## src/cpu_ctl_pkg.sv

```systemverilog
// shared types and constants for the cpu control instruction unit
package cpu_ctl_pkg;

    // sequencer states, one-hot
    typedef enum logic [5:0] {
        ST_RUN  = 6'h01,
        ST_HALT = 6'h02,
        ST_SVC  = 6'h04,
        ST_STOP = 6'h08,
        ST_FAST = 6'h10,
        ST_SLOW = 6'h20
    } ctl_state_t;

    // instructions handed over by the decode stage
    typedef enum logic [4:0] {
        OP_NOP       = 5'h00,
        OP_TLH       = 5'h01,
        OP_TLH_INC   = 5'h02,
        OP_TLL       = 5'h03,
        OP_TLL_INC   = 5'h04,
        OP_HALT      = 5'h05,
        OP_STOP      = 5'h06,
        OP_HALT_SRC  = 5'h07,
        OP_IRQ_EN    = 5'h08,
        OP_HALT_EN   = 5'h09,
        OP_STOP_EN   = 5'h0a,
        OP_FAST      = 5'h0b,
        OP_SLOW      = 5'h0c,
        OP_RD_WAKE_A = 5'h0d,
        OP_RD_WAKE_B = 5'h0e,
        OP_RD_CLK    = 5'h0f,
        OP_IDX_H     = 5'h10,
        OP_IDX_L     = 5'h11,
        OP_DAA       = 5'h12,
        OP_DAA_RX    = 5'h13,
        OP_DAA_HL    = 5'h14
    } ctl_op_t;

    // wishbone byte offsets
    localparam logic [3:0] REG_STATUS = 4'h0;
    localparam logic [3:0] REG_WAKE   = 4'h4;
    localparam logic [3:0] REG_CTRL   = 4'h8;

    // field positions
    localparam int HALT_SRC_PORTC_BIT = 4;
    localparam int STOP_PORTC_BIT     = 4;
    localparam int STOP_PIN_BIT       = 5;
    localparam int WAKE_PORTC_BIT     = 0;
    localparam int WAKE_PIN_BIT       = 1;
    localparam int WAKE_TIMER_BIT     = 2;
    localparam int WAKE_PREDIV_BIT    = 3;
    localparam int CTRL_BACKUP_BIT    = 0;

    // reset values
    localparam logic [3:0] IRQ_EN_RST   = 4'h0;
    localparam logic [2:0] HALT_EN_RST  = 3'h0;
    localparam logic [1:0] STOP_EN_RST  = 2'h0;
    localparam logic [11:0] INDEX_RST   = 12'h000;

    // decimal adjust constants
    localparam logic [3:0] DAA_ADJ     = 4'h6;
    localparam logic [3:0] DAA_MAX     = 4'h9;
    localparam logic [3:0] DAA_LOW_MAX = 4'h3;

endpackage

```

## src/pin_evt_if.sv

```systemverilog
// synchronised pin level and change carrier
`timescale 1ns/1ps
interface pin_evt_if #(parameter int W = 1);
    logic [W-1:0] level;
    logic [W-1:0] change;
    modport src (output level, output change);
    modport dst (input level, input change);
endinterface

```

## src/pin_sync_edge.sv

```systemverilog
// two-flop synchroniser with change detect
`timescale 1ns/1ps
module pin_sync_edge #(
    parameter int W = 1
) (
    input  wire logic         clk,
    input  wire logic         rst_n,
    input  wire logic [W-1:0] pin_in,
    pin_evt_if.src            evt
);
    logic [W-1:0] s1_r;
    logic [W-1:0] s2_r;
    logic [W-1:0] s3_r;

    if (W < 1) begin : g_bad_width
        $error("pin_sync_edge: W must be at least 1");
    end

    always_ff @(posedge clk) begin
        if (!rst_n) begin
            s1_r <= '0;
            s2_r <= '0;
            s3_r <= '0;
        end else begin
            s1_r <= pin_in;
            s2_r <= s1_r;
            s3_r <= s2_r;
        end
    end

    assign evt.level  = s2_r;
    assign evt.change = s2_r ^ s3_r;
endmodule // pin_sync_edge

```

## src/cpu_control_instruction_unit.sv

```systemverilog
// cpu control, table load, index and decimal adjust execution unit
//
// Local design decisions: the register addresses and the Wishbone slave port.
`timescale 1ns/1ps
// Operation
// RULE1: high table load puts upper table nibble into accumulator and data nibble
// RULE2: low table load puts lower table nibble into accumulator and data nibble
// RULE3: incrementing table loads add one to the table index after storing
// RULE4: halt waits for accepted interrupt, enabled port C change, or enabled wake
// RULE5: interrupt out of halt runs service, return goes back to halt
// RULE6: stop enters stop mode and halts all oscillators until released
// RULE7: program drives all port C lines low before stop
// RULE8: stop ends on wake pin change or port C high, each if enabled
// RULE9: halt source bit 4 lets port C change end halt
// RULE10: interrupt enable write loads four enables from operand bits 0 to 3
// RULE11: halt wake enable write loads enables from operand bits 1 to 3
// RULE12: stop wake enable write loads port C and wake pin enables
// RULE13: fast switch starts fast oscillator first, then selects it
// RULE14: slow switch selects slow clock first, then stops fast oscillator
// RULE15: first status read returns backup, port C cause, group cause
// RULE16: second status read returns pin, timer, stage fifteen, predivider bits
// RULE17: clock status read returns clock select flag in bit 0
// RULE18: index high load takes accumulator and data nibble into high byte
// RULE19: index low load copies data nibble into low index nibble
// RULE20: decimal adjust updates accumulator, carry and optional data nibble
// RULE21: program issues decimal adjust only after an addition
// RULE22: add six for A to F carry clear, or 0 to 3 carry set
// RULE23: reserved operand bits are ignored and leave flags untouched
module cpu_control_instruction_unit
    import cpu_ctl_pkg::*;
#(
    parameter int PC_W = 4
) (
    input  wire logic            CLK,
    input  wire logic            RST_N,
    input  wire logic            WB_CYC_I,
    input  wire logic            WB_STB_I,
    input  wire logic            WB_WE_I,
    input  wire logic [3:0]      WB_ADR_I,
    input  wire logic [3:0]      WB_SEL_I,
    input  wire logic [31:0]     WB_DAT_I,
    output logic      [31:0]     WB_DAT_O,
    output logic                 WB_ACK_O,
    input  wire logic            OP_VALID,
    input  wire ctl_op_t         OP_CODE,
    input  wire logic [7:0]      OP_X,
    output logic                 OP_READY,
    input  wire logic [7:0]      TBL_WORD,
    input  wire logic [3:0]      RX_NIBBLE,
    input  wire logic [3:0]      ACC_IN,
    input  wire logic            CARRY_IN,
    output logic      [3:0]      ACC_OUT,
    output logic                 ACC_WE,
    output logic                 CARRY_OUT,
    output logic                 CARRY_WE,
    output logic      [3:0]      MEM_DATA,
    output logic                 MEM_WE,
    output logic                 MEM_AT_INDEX,
    output logic      [11:0]     INDEX_PTR,
    input  wire logic [PC_W-1:0] PORT_C_LINES,
    input  wire logic            WAKE_PIN,
    input  wire logic            TIMER_ONE_UFL,
    input  wire logic            PREDIV_OVF,
    input  wire logic            PREDIV_STAGE15,
    output logic                 IRQ_REQ,
    output logic      [1:0]      IRQ_ID,
    input  wire logic            IRQ_ACK,
    input  wire logic            RTS_DONE,
    output logic                 FAST_OSC_EN,
    input  wire logic            FAST_OSC_READY,
    output logic                 CLK_SELECT_FAST,
    output logic                 ALL_OSC_STOP,
    output logic                 HALTED
);
    if (PC_W < 1 || PC_W > 8) begin : g_bad_pc_w
        $error("cpu_control_instruction_unit: PC_W must be 1 to 8");
    end

    ctl_state_t  state_r, state_nxt;
    logic [11:0] idx_r, idx_nxt;
    logic [3:0]  acc_r, mem_r;
    logic        acc_we_r, mem_we_r, at_idx_r, carry_r, carry_we_r;
    logic        sca_portc_r;
    logic [3:0]  irq_en_r, pend_r;
    logic [2:0]  halt_en_r;
    logic [1:0]  stop_en_r;
    logic        fast_en_r, clk_sel_r, backup_r;
    logic [3:0]  wake_r, wake_set, wake_clr;
    logic        ack_r;
    logic [31:0] dat_r;

    pin_evt_if #(.W(PC_W)) pc_evt ();
    pin_evt_if #(.W(1))    wp_evt ();
    pin_evt_if #(.W(1))    rdy_evt ();

    pin_sync_edge #(.W(PC_W)) u_pc_sync (
        .clk    (CLK),
        .rst_n  (RST_N),
        .pin_in (PORT_C_LINES),
        .evt    (pc_evt)
    );
    pin_sync_edge #(.W(1)) u_wp_sync (
        .clk    (CLK),
        .rst_n  (RST_N),
        .pin_in (WAKE_PIN),
        .evt    (wp_evt)
    );
    pin_sync_edge #(.W(1)) u_rdy_sync (
        .clk    (CLK),
        .rst_n  (RST_N),
        .pin_in (FAST_OSC_READY),
        .evt    (rdy_evt)
    );

    // instruction decode
    wire op_take  = OP_VALID && OP_READY;
    wire is_tlh   = (OP_CODE == OP_TLH) || (OP_CODE == OP_TLH_INC);
    wire is_tll   = (OP_CODE == OP_TLL) || (OP_CODE == OP_TLL_INC);
    wire is_inc   = (OP_CODE == OP_TLH_INC) || (OP_CODE == OP_TLL_INC);
    wire is_rd    = (OP_CODE == OP_RD_WAKE_A) || (OP_CODE == OP_RD_WAKE_B)
                 || (OP_CODE == OP_RD_CLK);
    wire is_daa_m = (OP_CODE == OP_DAA_RX) || (OP_CODE == OP_DAA_HL);
    wire is_daa   = (OP_CODE == OP_DAA) || is_daa_m;
    wire do_acc   = op_take && (is_tlh || is_tll || is_rd || is_daa);
    wire do_mem   = op_take && (is_tlh || is_tll || is_rd || is_daa_m);

    // events
    wire pc_chg   = |pc_evt.change;
    wire pc_high  = |pc_evt.level;
    wire pin_chg  = wp_evt.change[0];
    wire osc_rdy  = rdy_evt.level[0];

    // decimal adjust after addition
    wire daa_hi   = !CARRY_IN && (ACC_IN > DAA_MAX);            // RULE22
    wire daa_lo   = CARRY_IN && (ACC_IN <= DAA_LOW_MAX);        // RULE22
    wire [3:0] daa_val = (daa_hi || daa_lo) ? 4'(ACC_IN + DAA_ADJ) : ACC_IN;
    wire daa_cy   = daa_hi ? 1'b1 : CARRY_IN;                   // RULE20

    // status words read by instructions
    wire wake_grp = wake_r[WAKE_PIN_BIT] | wake_r[WAKE_TIMER_BIT] | wake_r[WAKE_PREDIV_BIT];
    wire [3:0] stat_a = {1'b0, wake_grp, wake_r[WAKE_PORTC_BIT], backup_r};  // RULE15
    wire [3:0] stat_b = {wake_r[WAKE_PREDIV_BIT], PREDIV_STAGE15,
                         wake_r[WAKE_TIMER_BIT], wake_r[WAKE_PIN_BIT]};      // RULE16
    wire [3:0] stat_c = {3'b000, clk_sel_r};                                  // RULE17

    wire [3:0] res_val =
        is_tlh                        ? TBL_WORD[7:4] :                      // RULE1
        is_tll                        ? TBL_WORD[3:0] :                      // RULE2
        (OP_CODE == OP_RD_WAKE_A)     ? stat_a :
        (OP_CODE == OP_RD_WAKE_B)     ? stat_b :
        (OP_CODE == OP_RD_CLK)        ? stat_c : daa_val;

    // index register
    assign idx_nxt =
        (op_take && OP_CODE == OP_IDX_H) ? {ACC_IN, RX_NIBBLE, idx_r[3:0]} : // RULE18
        (op_take && OP_CODE == OP_IDX_L) ? {idx_r[11:4], RX_NIBBLE} :        // RULE19
        (op_take && is_inc)              ? 12'(idx_r + 12'h001) : idx_r;     // RULE3

    // halt and stop release conditions
    wire hw_portc  = sca_portc_r & pc_chg;                      // RULE9
    wire hw_timer  = halt_en_r[0] & TIMER_ONE_UFL;              // RULE11
    wire hw_pin    = halt_en_r[1] & pin_chg;
    wire hw_prediv = halt_en_r[2] & PREDIV_OVF;
    wire halt_wake = hw_portc | hw_timer | hw_pin | hw_prediv;  // RULE4
    wire sw_pin    = stop_en_r[1] & pin_chg;                    // RULE8
    wire sw_portc  = stop_en_r[0] & pc_high;                    // RULE8
    wire stop_wake = sw_pin | sw_portc;                         // RULE8
    wire in_halt   = (state_r == ST_HALT);
    wire in_stop   = (state_r == ST_STOP);

    assign wake_set[WAKE_PORTC_BIT]  = (in_halt && hw_portc) || (in_stop && sw_portc);
    assign wake_set[WAKE_PIN_BIT]    = (in_halt && hw_pin) || (in_stop && sw_pin);
    assign wake_set[WAKE_TIMER_BIT]  = in_halt && hw_timer;
    assign wake_set[WAKE_PREDIV_BIT] = in_halt && hw_prediv;

    // interrupt pending, lowest source first
    wire [3:0] irq_evt = {PREDIV_OVF, pin_chg, TIMER_ONE_UFL, pc_chg} & irq_en_r;
    wire [3:0] low_bit = pend_r & 4'(~pend_r + 4'h1);
    wire [3:0] ack_msk = IRQ_ACK ? low_bit : 4'h0;
    assign IRQ_REQ = |pend_r;
    assign IRQ_ID  = low_bit[0] ? 2'h0 : low_bit[1] ? 2'h1 : low_bit[2] ? 2'h2 : 2'h3;

    // sequencer
    always_comb begin
        state_nxt = state_r;
        case (state_r)
            ST_RUN, ST_SVC: begin
                if (state_r == ST_SVC && RTS_DONE) begin
                    state_nxt = ST_HALT;                        // RULE5
                end else if (op_take) begin
                    case (OP_CODE)
                        OP_HALT: state_nxt = ST_HALT;           // RULE4
                        OP_STOP: state_nxt = ST_STOP;           // RULE6
                        OP_FAST: state_nxt = ST_FAST;           // RULE13
                        OP_SLOW: state_nxt = ST_SLOW;           // RULE14
                        default: state_nxt = state_r;
                    endcase
                end
            end
            ST_HALT: begin
                if (IRQ_ACK) begin
                    state_nxt = ST_SVC;                         // RULE5
                end else if (halt_wake) begin
                    state_nxt = ST_RUN;                         // RULE4
                end
            end
            ST_STOP: begin
                if (stop_wake) begin
                    state_nxt = ST_RUN;                         // RULE8
                end
            end
            ST_FAST: begin
                if (osc_rdy) begin
                    state_nxt = ST_RUN;                         // RULE13
                end
            end
            ST_SLOW: state_nxt = ST_RUN;                        // RULE14
            default: state_nxt = ST_RUN;
        endcase
    end

    assign OP_READY     = (state_r == ST_RUN) || (state_r == ST_SVC);
    assign ALL_OSC_STOP = in_stop;                              // RULE6
    assign HALTED       = in_halt;

    // wishbone slave, ack one cycle after the strobe, write at the ack edge
    wire wb_req = WB_CYC_I && WB_STB_I;
    wire wb_wr  = wb_req && WB_WE_I && ack_r && WB_SEL_I[0];
    wire [31:0] status_w = {14'h0, stop_en_r, sca_portc_r, halt_en_r, irq_en_r,
                            fast_en_r, clk_sel_r, state_r};
    wire [31:0] rd_mux =
        (WB_ADR_I == REG_STATUS) ? status_w :
        (WB_ADR_I == REG_WAKE)   ? {28'h0, wake_r} :
        (WB_ADR_I == REG_CTRL)   ? {31'h0, backup_r} : 32'h0;
    assign wake_clr = (wb_wr && WB_ADR_I == REG_WAKE) ? WB_DAT_I[3:0] : 4'h0;
    wire ctrl_wr = wb_wr && (WB_ADR_I == REG_CTRL);

    always_ff @(posedge CLK) begin
        if (!RST_N) begin
            ack_r <= 1'b0;
            dat_r <= 32'h0;
        end else begin
            ack_r <= wb_req && !ack_r;
            dat_r <= (wb_req && !ack_r) ? rd_mux : dat_r;
        end
    end
    assign WB_ACK_O = ack_r;
    assign WB_DAT_O = dat_r;

    // execution results
    always_ff @(posedge CLK) begin
        if (!RST_N) begin
            state_r    <= ST_RUN;
            idx_r      <= INDEX_RST;
            acc_r      <= 4'h0;
            mem_r      <= 4'h0;
            acc_we_r   <= 1'b0;
            mem_we_r   <= 1'b0;
            at_idx_r   <= 1'b0;
            carry_r    <= 1'b0;
            carry_we_r <= 1'b0;
        end else begin
            state_r    <= state_nxt;
            idx_r      <= idx_nxt;
            acc_r      <= do_acc ? res_val : acc_r;
            mem_r      <= do_mem ? res_val : mem_r;
            acc_we_r   <= do_acc;                               // RULE20
            mem_we_r   <= do_mem;
            at_idx_r   <= op_take && (OP_CODE == OP_DAA_HL);
            carry_r    <= (op_take && is_daa) ? daa_cy : carry_r;
            carry_we_r <= op_take && is_daa;
        end
    end

    // enable flags, only defined operand bits are loaded
    always_ff @(posedge CLK) begin
        if (!RST_N) begin
            sca_portc_r <= 1'b0;
            irq_en_r    <= IRQ_EN_RST;
            halt_en_r   <= HALT_EN_RST;
            stop_en_r   <= STOP_EN_RST;
        end else if (op_take) begin
            if (OP_CODE == OP_HALT_SRC) begin
                sca_portc_r <= OP_X[HALT_SRC_PORTC_BIT];        // RULE23
            end
            if (OP_CODE == OP_IRQ_EN) begin
                irq_en_r <= OP_X[3:0];                          // RULE10
            end
            if (OP_CODE == OP_HALT_EN) begin
                halt_en_r <= OP_X[3:1];                         // RULE11
            end
            if (OP_CODE == OP_STOP_EN) begin
                stop_en_r <= {OP_X[STOP_PIN_BIT], OP_X[STOP_PORTC_BIT]};  // RULE12
            end
        end
    end

    // clock control, interrupt pending, wake causes and backup
    always_ff @(posedge CLK) begin
        if (!RST_N) begin
            fast_en_r <= 1'b0;
            clk_sel_r <= 1'b0;
            pend_r    <= 4'h0;
            wake_r    <= 4'h0;
            backup_r  <= 1'b0;
        end else begin
            if (op_take && OP_CODE == OP_FAST) begin
                fast_en_r <= 1'b1;                              // RULE13
            end else if (state_r == ST_SLOW) begin
                fast_en_r <= 1'b0;                              // RULE14
            end
            if (state_r == ST_FAST && osc_rdy) begin
                clk_sel_r <= 1'b1;                              // RULE13
            end else if (op_take && OP_CODE == OP_SLOW) begin
                clk_sel_r <= 1'b0;                              // RULE14
            end
            pend_r   <= (pend_r & ~ack_msk) | irq_evt;
            wake_r   <= (wake_r & ~wake_clr) | wake_set;
            backup_r <= ctrl_wr ? WB_DAT_I[CTRL_BACKUP_BIT] : backup_r;
        end
    end

    assign ACC_OUT         = acc_r;
    assign ACC_WE          = acc_we_r;
    assign MEM_DATA        = mem_r;
    assign MEM_WE          = mem_we_r;
    assign MEM_AT_INDEX    = at_idx_r;
    assign CARRY_OUT       = carry_r;
    assign CARRY_WE        = carry_we_r;
    assign INDEX_PTR       = idx_r;
    assign FAST_OSC_EN     = fast_en_r;
    assign CLK_SELECT_FAST = clk_sel_r;
endmodule // cpu_control_instruction_unit

```

## config.mk

```make
export PLATFORM = sky130hd
export DESIGN_NAME = cpu_control_instruction_unit
export DESIGN_NICKNAME = d
export VERILOG_FILES = /design/src/cpu_ctl_pkg.sv /design/src/pin_evt_if.sv /design/src/pin_sync_edge.sv /design/src/cpu_control_instruction_unit.sv
export SDC_FILE = /design/constraint.sdc
export NUM_CORES = 1
export LEC_CHECK = 0
export BUFFER_PORTS_ARGS = -buffer_cell sky130_fd_sc_hd__buf_2
export CAP_MARGIN = 30
export CORE_MARGIN = 3
export CORE_UTILIZATION = 51
export DETAILED_ROUTE_END_ITERATION = 8
export HOLD_SLACK_MARGIN = 0.15
export PLACE_DENSITY_LB_ADDON = 0.3
export SETUP_SLACK_MARGIN = 0.5
export SKIP_LAST_GASP = 1
export SYNTH_ARGS = -nofsm -noshare
export SYNTH_HDL_FRONTEND = slang
export SYNTH_HIERARCHICAL = 1
export SYNTH_SLANG_ARGS = --single-unit
export TNS_END_PERCENT = 20
```

## constraint.sdc

```tcl
create_clock -name CLK -period 2.35 [get_ports CLK]
set_clock_uncertainty 0.05 [all_clocks]
set_input_delay 0.47 -clock CLK [delete_from_list [all_inputs] [get_ports CLK]]
set_output_delay 0.47 -clock CLK [all_outputs]
set_load 0.01 [all_outputs]
```

==> run metrics, run 1 <==
Routed WL per cell=16.6 um; layout cells sized above 1=32.0%; clock group share of total power=between 20% and 30%; Total GRT Usage=between 20% and 30%; ant diodes=0; average cell area after synthesis=8.49 um^2; Lkg Pwr=2.41 nW; Detailed Routing Iterations Pass 1=5; vias=roughly 4500; placer's final routability congestion estimate=just under 0.9; max cap viols=0; final setup TNS=0 ns; Die Width=~100 um; H-tree depth=3; largest net degree at the start of global routing=between 50 and 60; Cell Area, Synth=4530 um^2; Net Sw Frac=34.2%; Peak Freq=around 0.45 GHz; Core ar.=approximately 8400 um^2; register share of total power=between 40 and 50%; Hold Path Class=input port to flop; DRT iter0 DRCs=327; Rows=33; Final setup viols=0; endpoints failing hold=0; CTS max path bufs=2; P&R area growth vs syn=25.9%; unrepaired setup endpoints after global routing=true; YS warnings=6; Worst R2R Setup Slack=around 0.25 ns; critical-path maximum fanout=2; PD cells=~660 nW/um^2; min cycle time layout=2.22 ns; total congestion overflow=0; # nets final=about 750; Port Buffers=roughly 110; Critical Path AT=1.70 ns; Design Area, Final=~5700 um^2; Multi-input gate area=approximately 2700 um^2; Psw=1.28 mW; Crit. End Element=primary output; drt total wl=between 10000 and 15000 um; final worst-path cycle share=roughly 95%; Die Area=around 10000 um^2; DPL Wire Length=8800 um; clock root cell=clkbuf_8; Die H=roughly 100 um; DRT antenna net count=0; Register Area=1780 um^2; first-pass GRT wire length=19900 um; WP data required=~1.8 ns; Slew Viols, Final=0; Reg clk slew, reported paths=about 0.10 ns; critical path class=flop to primary output; VDD IR max=between 0.3 and 0.4 mV; vias per inst=approximately 5.9; number of remaining DRC errors=0; initial antenna violation count=0; clk_lat worst skew=approximately 0.37 ns; critical path launch point type=flop; CTS tree=built; max_slew headroom=around 48%; placed instance area=about 5200 um^2; initial core utilization=a little over half; synthesized instance count=approximately 530; vias in the first global route=~4200; CTS Buf Count=9; status=finished clean; Layout Cells excl Fill=between 700 and 800; Logic pwr share=between 20% and 30%; Internal=~2.5 mW; Final Util=67.6%; Fillers=~700; # clock sinks=between 80 and 90; cts-stage hold buffer count=0; DP Cell Count=roughly 730; I/O Pins=~150; Slew @ Worst Pin=approximately 0.77 ns
-- routing by layer --
metal	GRT usage, %	wire [um]
met4	9.12	299
met2	39.3	6090
met3	4.31	1020
met1	32.4	5350
met5	0	0
-- layout make-up --
class | instances | area share [%]
sequential | 88 | 31.3
clock buffer | 9 | 2.17
timing repair buffer | 144 | 15.0
inverter | 16 | 1.05
clock inverter | 7 | 1.23
multi-input combinational | 398 | 47.0
tap | 105 | 2.31
-- path summary, 6_finish.rpt --
kind	startpoint	endpoint	cells past startpoint
min reg2reg	u_wp_sync/s1_r	u_wp_sync/evt.level	1
max	state_r[2]	ALL_OSC_STOP	4
max reg2reg	state_r[5]	INDEX_PTR[9]	5
min	PORT_C_LINES[1]	u_pc_sync/s1_r[1]	2
-- power groups by stage --
stage               clock (mW)  combinational, mW  sequential, mW
floorplan                    0              0.561            1.63
global placement             0              0.739            1.64
detailed placement           0              0.752            1.65
CTS                       1.07              0.996            1.60
global route              1.12               1.15            1.61
finish                    1.06               1.08            1.61
-- through the flow --
| stage | hold slack, ns | setup slack (ns) | total power, mW |
|---|---|---|---|
| 2_1_floorplan | 0.356 | 0.404 | 2.19 |
| 3_3_place_gp | 0.365 | 0.156 | 2.38 |
| 3_5_place_dp | 0.366 | 0.132 | 2.40 |
| 4_1_cts | 0.242 | 0.133 | 3.67 |
| 5_1_grt | 0.253 | 0.0718 | 3.89 |
| 6_report | 0.246 | 0.127 | 3.74 |
-- sequential cells by signal, indices dropped and copies added (netlist names), 4 cells and up --
signal / count
WB_DAT_O: 18
INDEX_PTR: 12
state_r: 6
ACC_OUT: 4
MEM_DATA: 4
irq_en_r: 4
pend_r: 4
u_pc_sync/evt.level: 4
u_pc_sync/s1_r: 4
u_pc_sync/s3_r: 4
wake_r: 4
-- what timing repair did --
item,4_1_cts,5_1_grt
pin swaps,12,15
buffers inserted,18,2
gates resized for setup,28,17
setup endpoints to repair,41,56
-- critical path, cell delays in order (launching register included) --
cell and delay [ns]:
dfxtp_4 0.36, buf_6 0.11, or4b_4 0.49, nor3_4 0.21
buf_2 0.16
-- cells in the final DEF (no fill, tap or decap), drive strengths merged, types with 15 or more instances in the layout --
| cell type | instances |
|---|---|
| o21ai | 26 |
| nand3 | 17 |
| inv | 20 |
| and2 | 19 |
| dfxtp | 88 |
| mux2i | 15 |
| a21oi | 30 |
| buf | 144 |
| nand2 | 34 |
| a22oi | 24 |
| nor3 | 16 |
| nor2 | 50 |
Note: power is estimated with default switching activity, not from simulation.
==> run 2, diff against run 1 <==
- CORE_ASPECT_RATIO: default -> 1.5
==> run 2 against run 1 <==
  * Die area is 0.23% higher
  * Combinational power is 15% lower
  * Core utilization is 0.46 points lower
  * Routed wire length is 2.1% higher
  * Critical path depth stayed put
  * Register-to-register slack better by 0.03 ns
  * Final area is 0.42% higher
  * Sequential power hardly changed
  * First-iteration DRC count is 7.0% lower
  * Sequential share of layout area is 0.26 points lower
  * Non-clock buffer count is 5 lower
  * Global-route usage is 1.0 points higher
  * Critical path type unchanged
  * Largest cell class unchanged
  * Largest power group unchanged
==> run metrics, run 2 (synthesis gave the netlist of run 1 again) <==
ant diodes=0 (unchanged); unrepaired setup endpoints after global routing=true; CP max-delay cell=or4b_4; layout cells sized above 1=31.1% (-0.97 points); critical path launch point type=flop; Total GRT Usage=25.3% (+1.0 points); critical-path maximum fanout=4 (+2); vias=4467 (-0.98%); min cycle time layout=2.17 ns (-0.0502 ns); clock root cell=clkbuf_16; Critical Path AT=1.65 ns (-0.05 ns); crit-path cells=buf_6 > or4b_4 > nor3_4 > buf_2; max_slew headroom=52.4% (+4.3 points); max FFs per register=18 (unchanged); Die Area=10100 um^2 (+0.23%); WP data required=1.83 ns (about the same); Reg clk slew, reported paths=0.06 ns (-0.04 ns); H-tree depth=3 (unchanged); placed instance area=5180 um^2 (+0.34%); pre-CTS setup slack=0.152 ns (+0.0208 ns); Peak Freq=0.460 GHz (+2.3%); Crit. End Element=primary output; first-pass GRT wire length=20500 um (+3.2%); final worst-path cycle share=92.4% (-2.1 points); drt total wl=13000 um (+2.1%); cts-stage hold buffer count=0 (unchanged); Routed WL per cell=17.0 um (+2.5%); Slew @ Worst Pin=0.704 ns (-0.0684 ns); clk_lat worst skew=0.34 ns (-0.03 ns); critical path class=flop to primary output; total power=4.02 mW (+7.3%); CP Buf/Inv Count=2 (unchanged); setup ws final=0.177 ns (+0.0502 ns); DRT antenna net count=0 (unchanged); Rows=41 (+24%); placer's final routability congestion estimate=0.892 (+1.5%); status=finished clean; PD cells=702 nW/um^2 (+6.9%); endpoints failing hold=0 (unchanged); # nets final=741 (-0.67%); Final setup viols=0 (unchanged); CP top delay family=simple AND/OR/NAND/NOR gates; Slew Viols, Final=0 (unchanged); max cap viols=0 (unchanged); total congestion overflow=0 (unchanged); DPL Wire Length=9360 um (+6.3%); Die Width=82.9 um (-17%); CTS max path bufs=2 (unchanged); initial core utilization=53.1% (-0.58 points); DRT iter0 DRCs=304 (-7.0%); number of remaining DRC errors=0 (unchanged); Fillers=733 (+5.3%); P&R area growth vs syn=26.4%; initial antenna violation count=0 (unchanged); final setup TNS=0 ns (unchanged); vias per inst=5.85 (-0.59%); Lkg Pwr=2.43 nW (+0.52%); Die H=121 um (+21%); Design Area, Final=5720 um^2 (+0.42%); # clock sinks=88 (unchanged); CTS tree=built; Hold Path Class=input port to flop; highest cell delay on the worst timing path=0.54 ns (+0.05 ns); VDD IR max=0.641 mV (+85%); CTS Buf Count=9 (unchanged); most common cell after layout, fill and taps aside=buf_2; largest net degree at the start of global routing=53 (unchanged); Port Buffers=105 (unchanged); I/O Pins=153 (unchanged); vias in the first global route=4295 (+3.1%); Core ar.=8520 um^2 (+1.1%); Detailed Routing Iterations Pass 1=6 (+1); most frequent cells in the layout=104 x buf_2, 82 x dfxtp_1, 48 x nor2_1
-- run 2: cell count changes in the layout (fill, tap and decap cells not counted), moves of 3 or more --
cell       delta
clkbuf_16     +9
clkbuf_8      -8
buf_4         -4
inv_8         -4
dfxtp_2       +3
dfxtp_4       -3
-- run 2: final timing paths --
kind                   start                   end  slack (ns)  cells after the start
min reg2reg  u_rdy_sync/s1_r  u_rdy_sync/evt.level        0.39                      1
max               state_r[5]                HALTED        0.18                      4
min           FAST_OSC_READY       u_rdy_sync/s1_r        0.28                      2
max reg2reg       state_r[1]            ACC_OUT[1]        0.28                      6
-- run 2: timing repair --
item | 4_1_cts | 5_1_grt
setup buffers | 10 | 3
pin swaps | 11 | 6
resized for setup | 23 | 10
setup endpoints to repair | 41 | 44
-- run 2: area by class of cell --
class	count	area (um^2)	share of cell area [%]
clock buffers	10	239	4.18
repair buffers	139	810	14.1
clock inverters	6	67.6	1.18
well taps	107	134	2.34
flip-flops and latches	88	1770	31.0
inverters	16	60.1	1.05
multi-input cells	398	2640	46.1
-- run 2: report_power, final --
| group | total [mW] | switching (mW) | leakage, nW | internal [mW] |
|---|---|---|---|---|
| clock network | 1.48 | 0.621 | 0.145 | 0.857 |
| logic | 0.916 | 0.523 | 1.57 | 0.393 |
| registers | 1.62 | 0.0703 | 0.716 | 1.55 |
-- run 2: through the flow --
| stage | cells | utilization [%] | hold WS [ns] |
|---|---|---|---|
| floorplan | 546 | - | 0.356 |
| global placement | 735 | 60.9 | 0.366 |
| detailed placement | 735 | 60.9 | 0.375 |
| CTS | 761 | 66.4 | 0.272 |
| global route | 764 | 67.2 | 0.283 |
| finish | 764 | 67.2 | 0.279 |
-- run 2: layer usage --
metal  wire length [um]  track usage (%)  part of all wire (%)  vias up
met4                524             14.2                   4.0        0
met3                813             4.28                   6.2       37
met2               6800             45.8                    52      192
met5                  0                0                     0        -
met1               4880             27.7                    38     2093
li1                   -                -                     -     2145
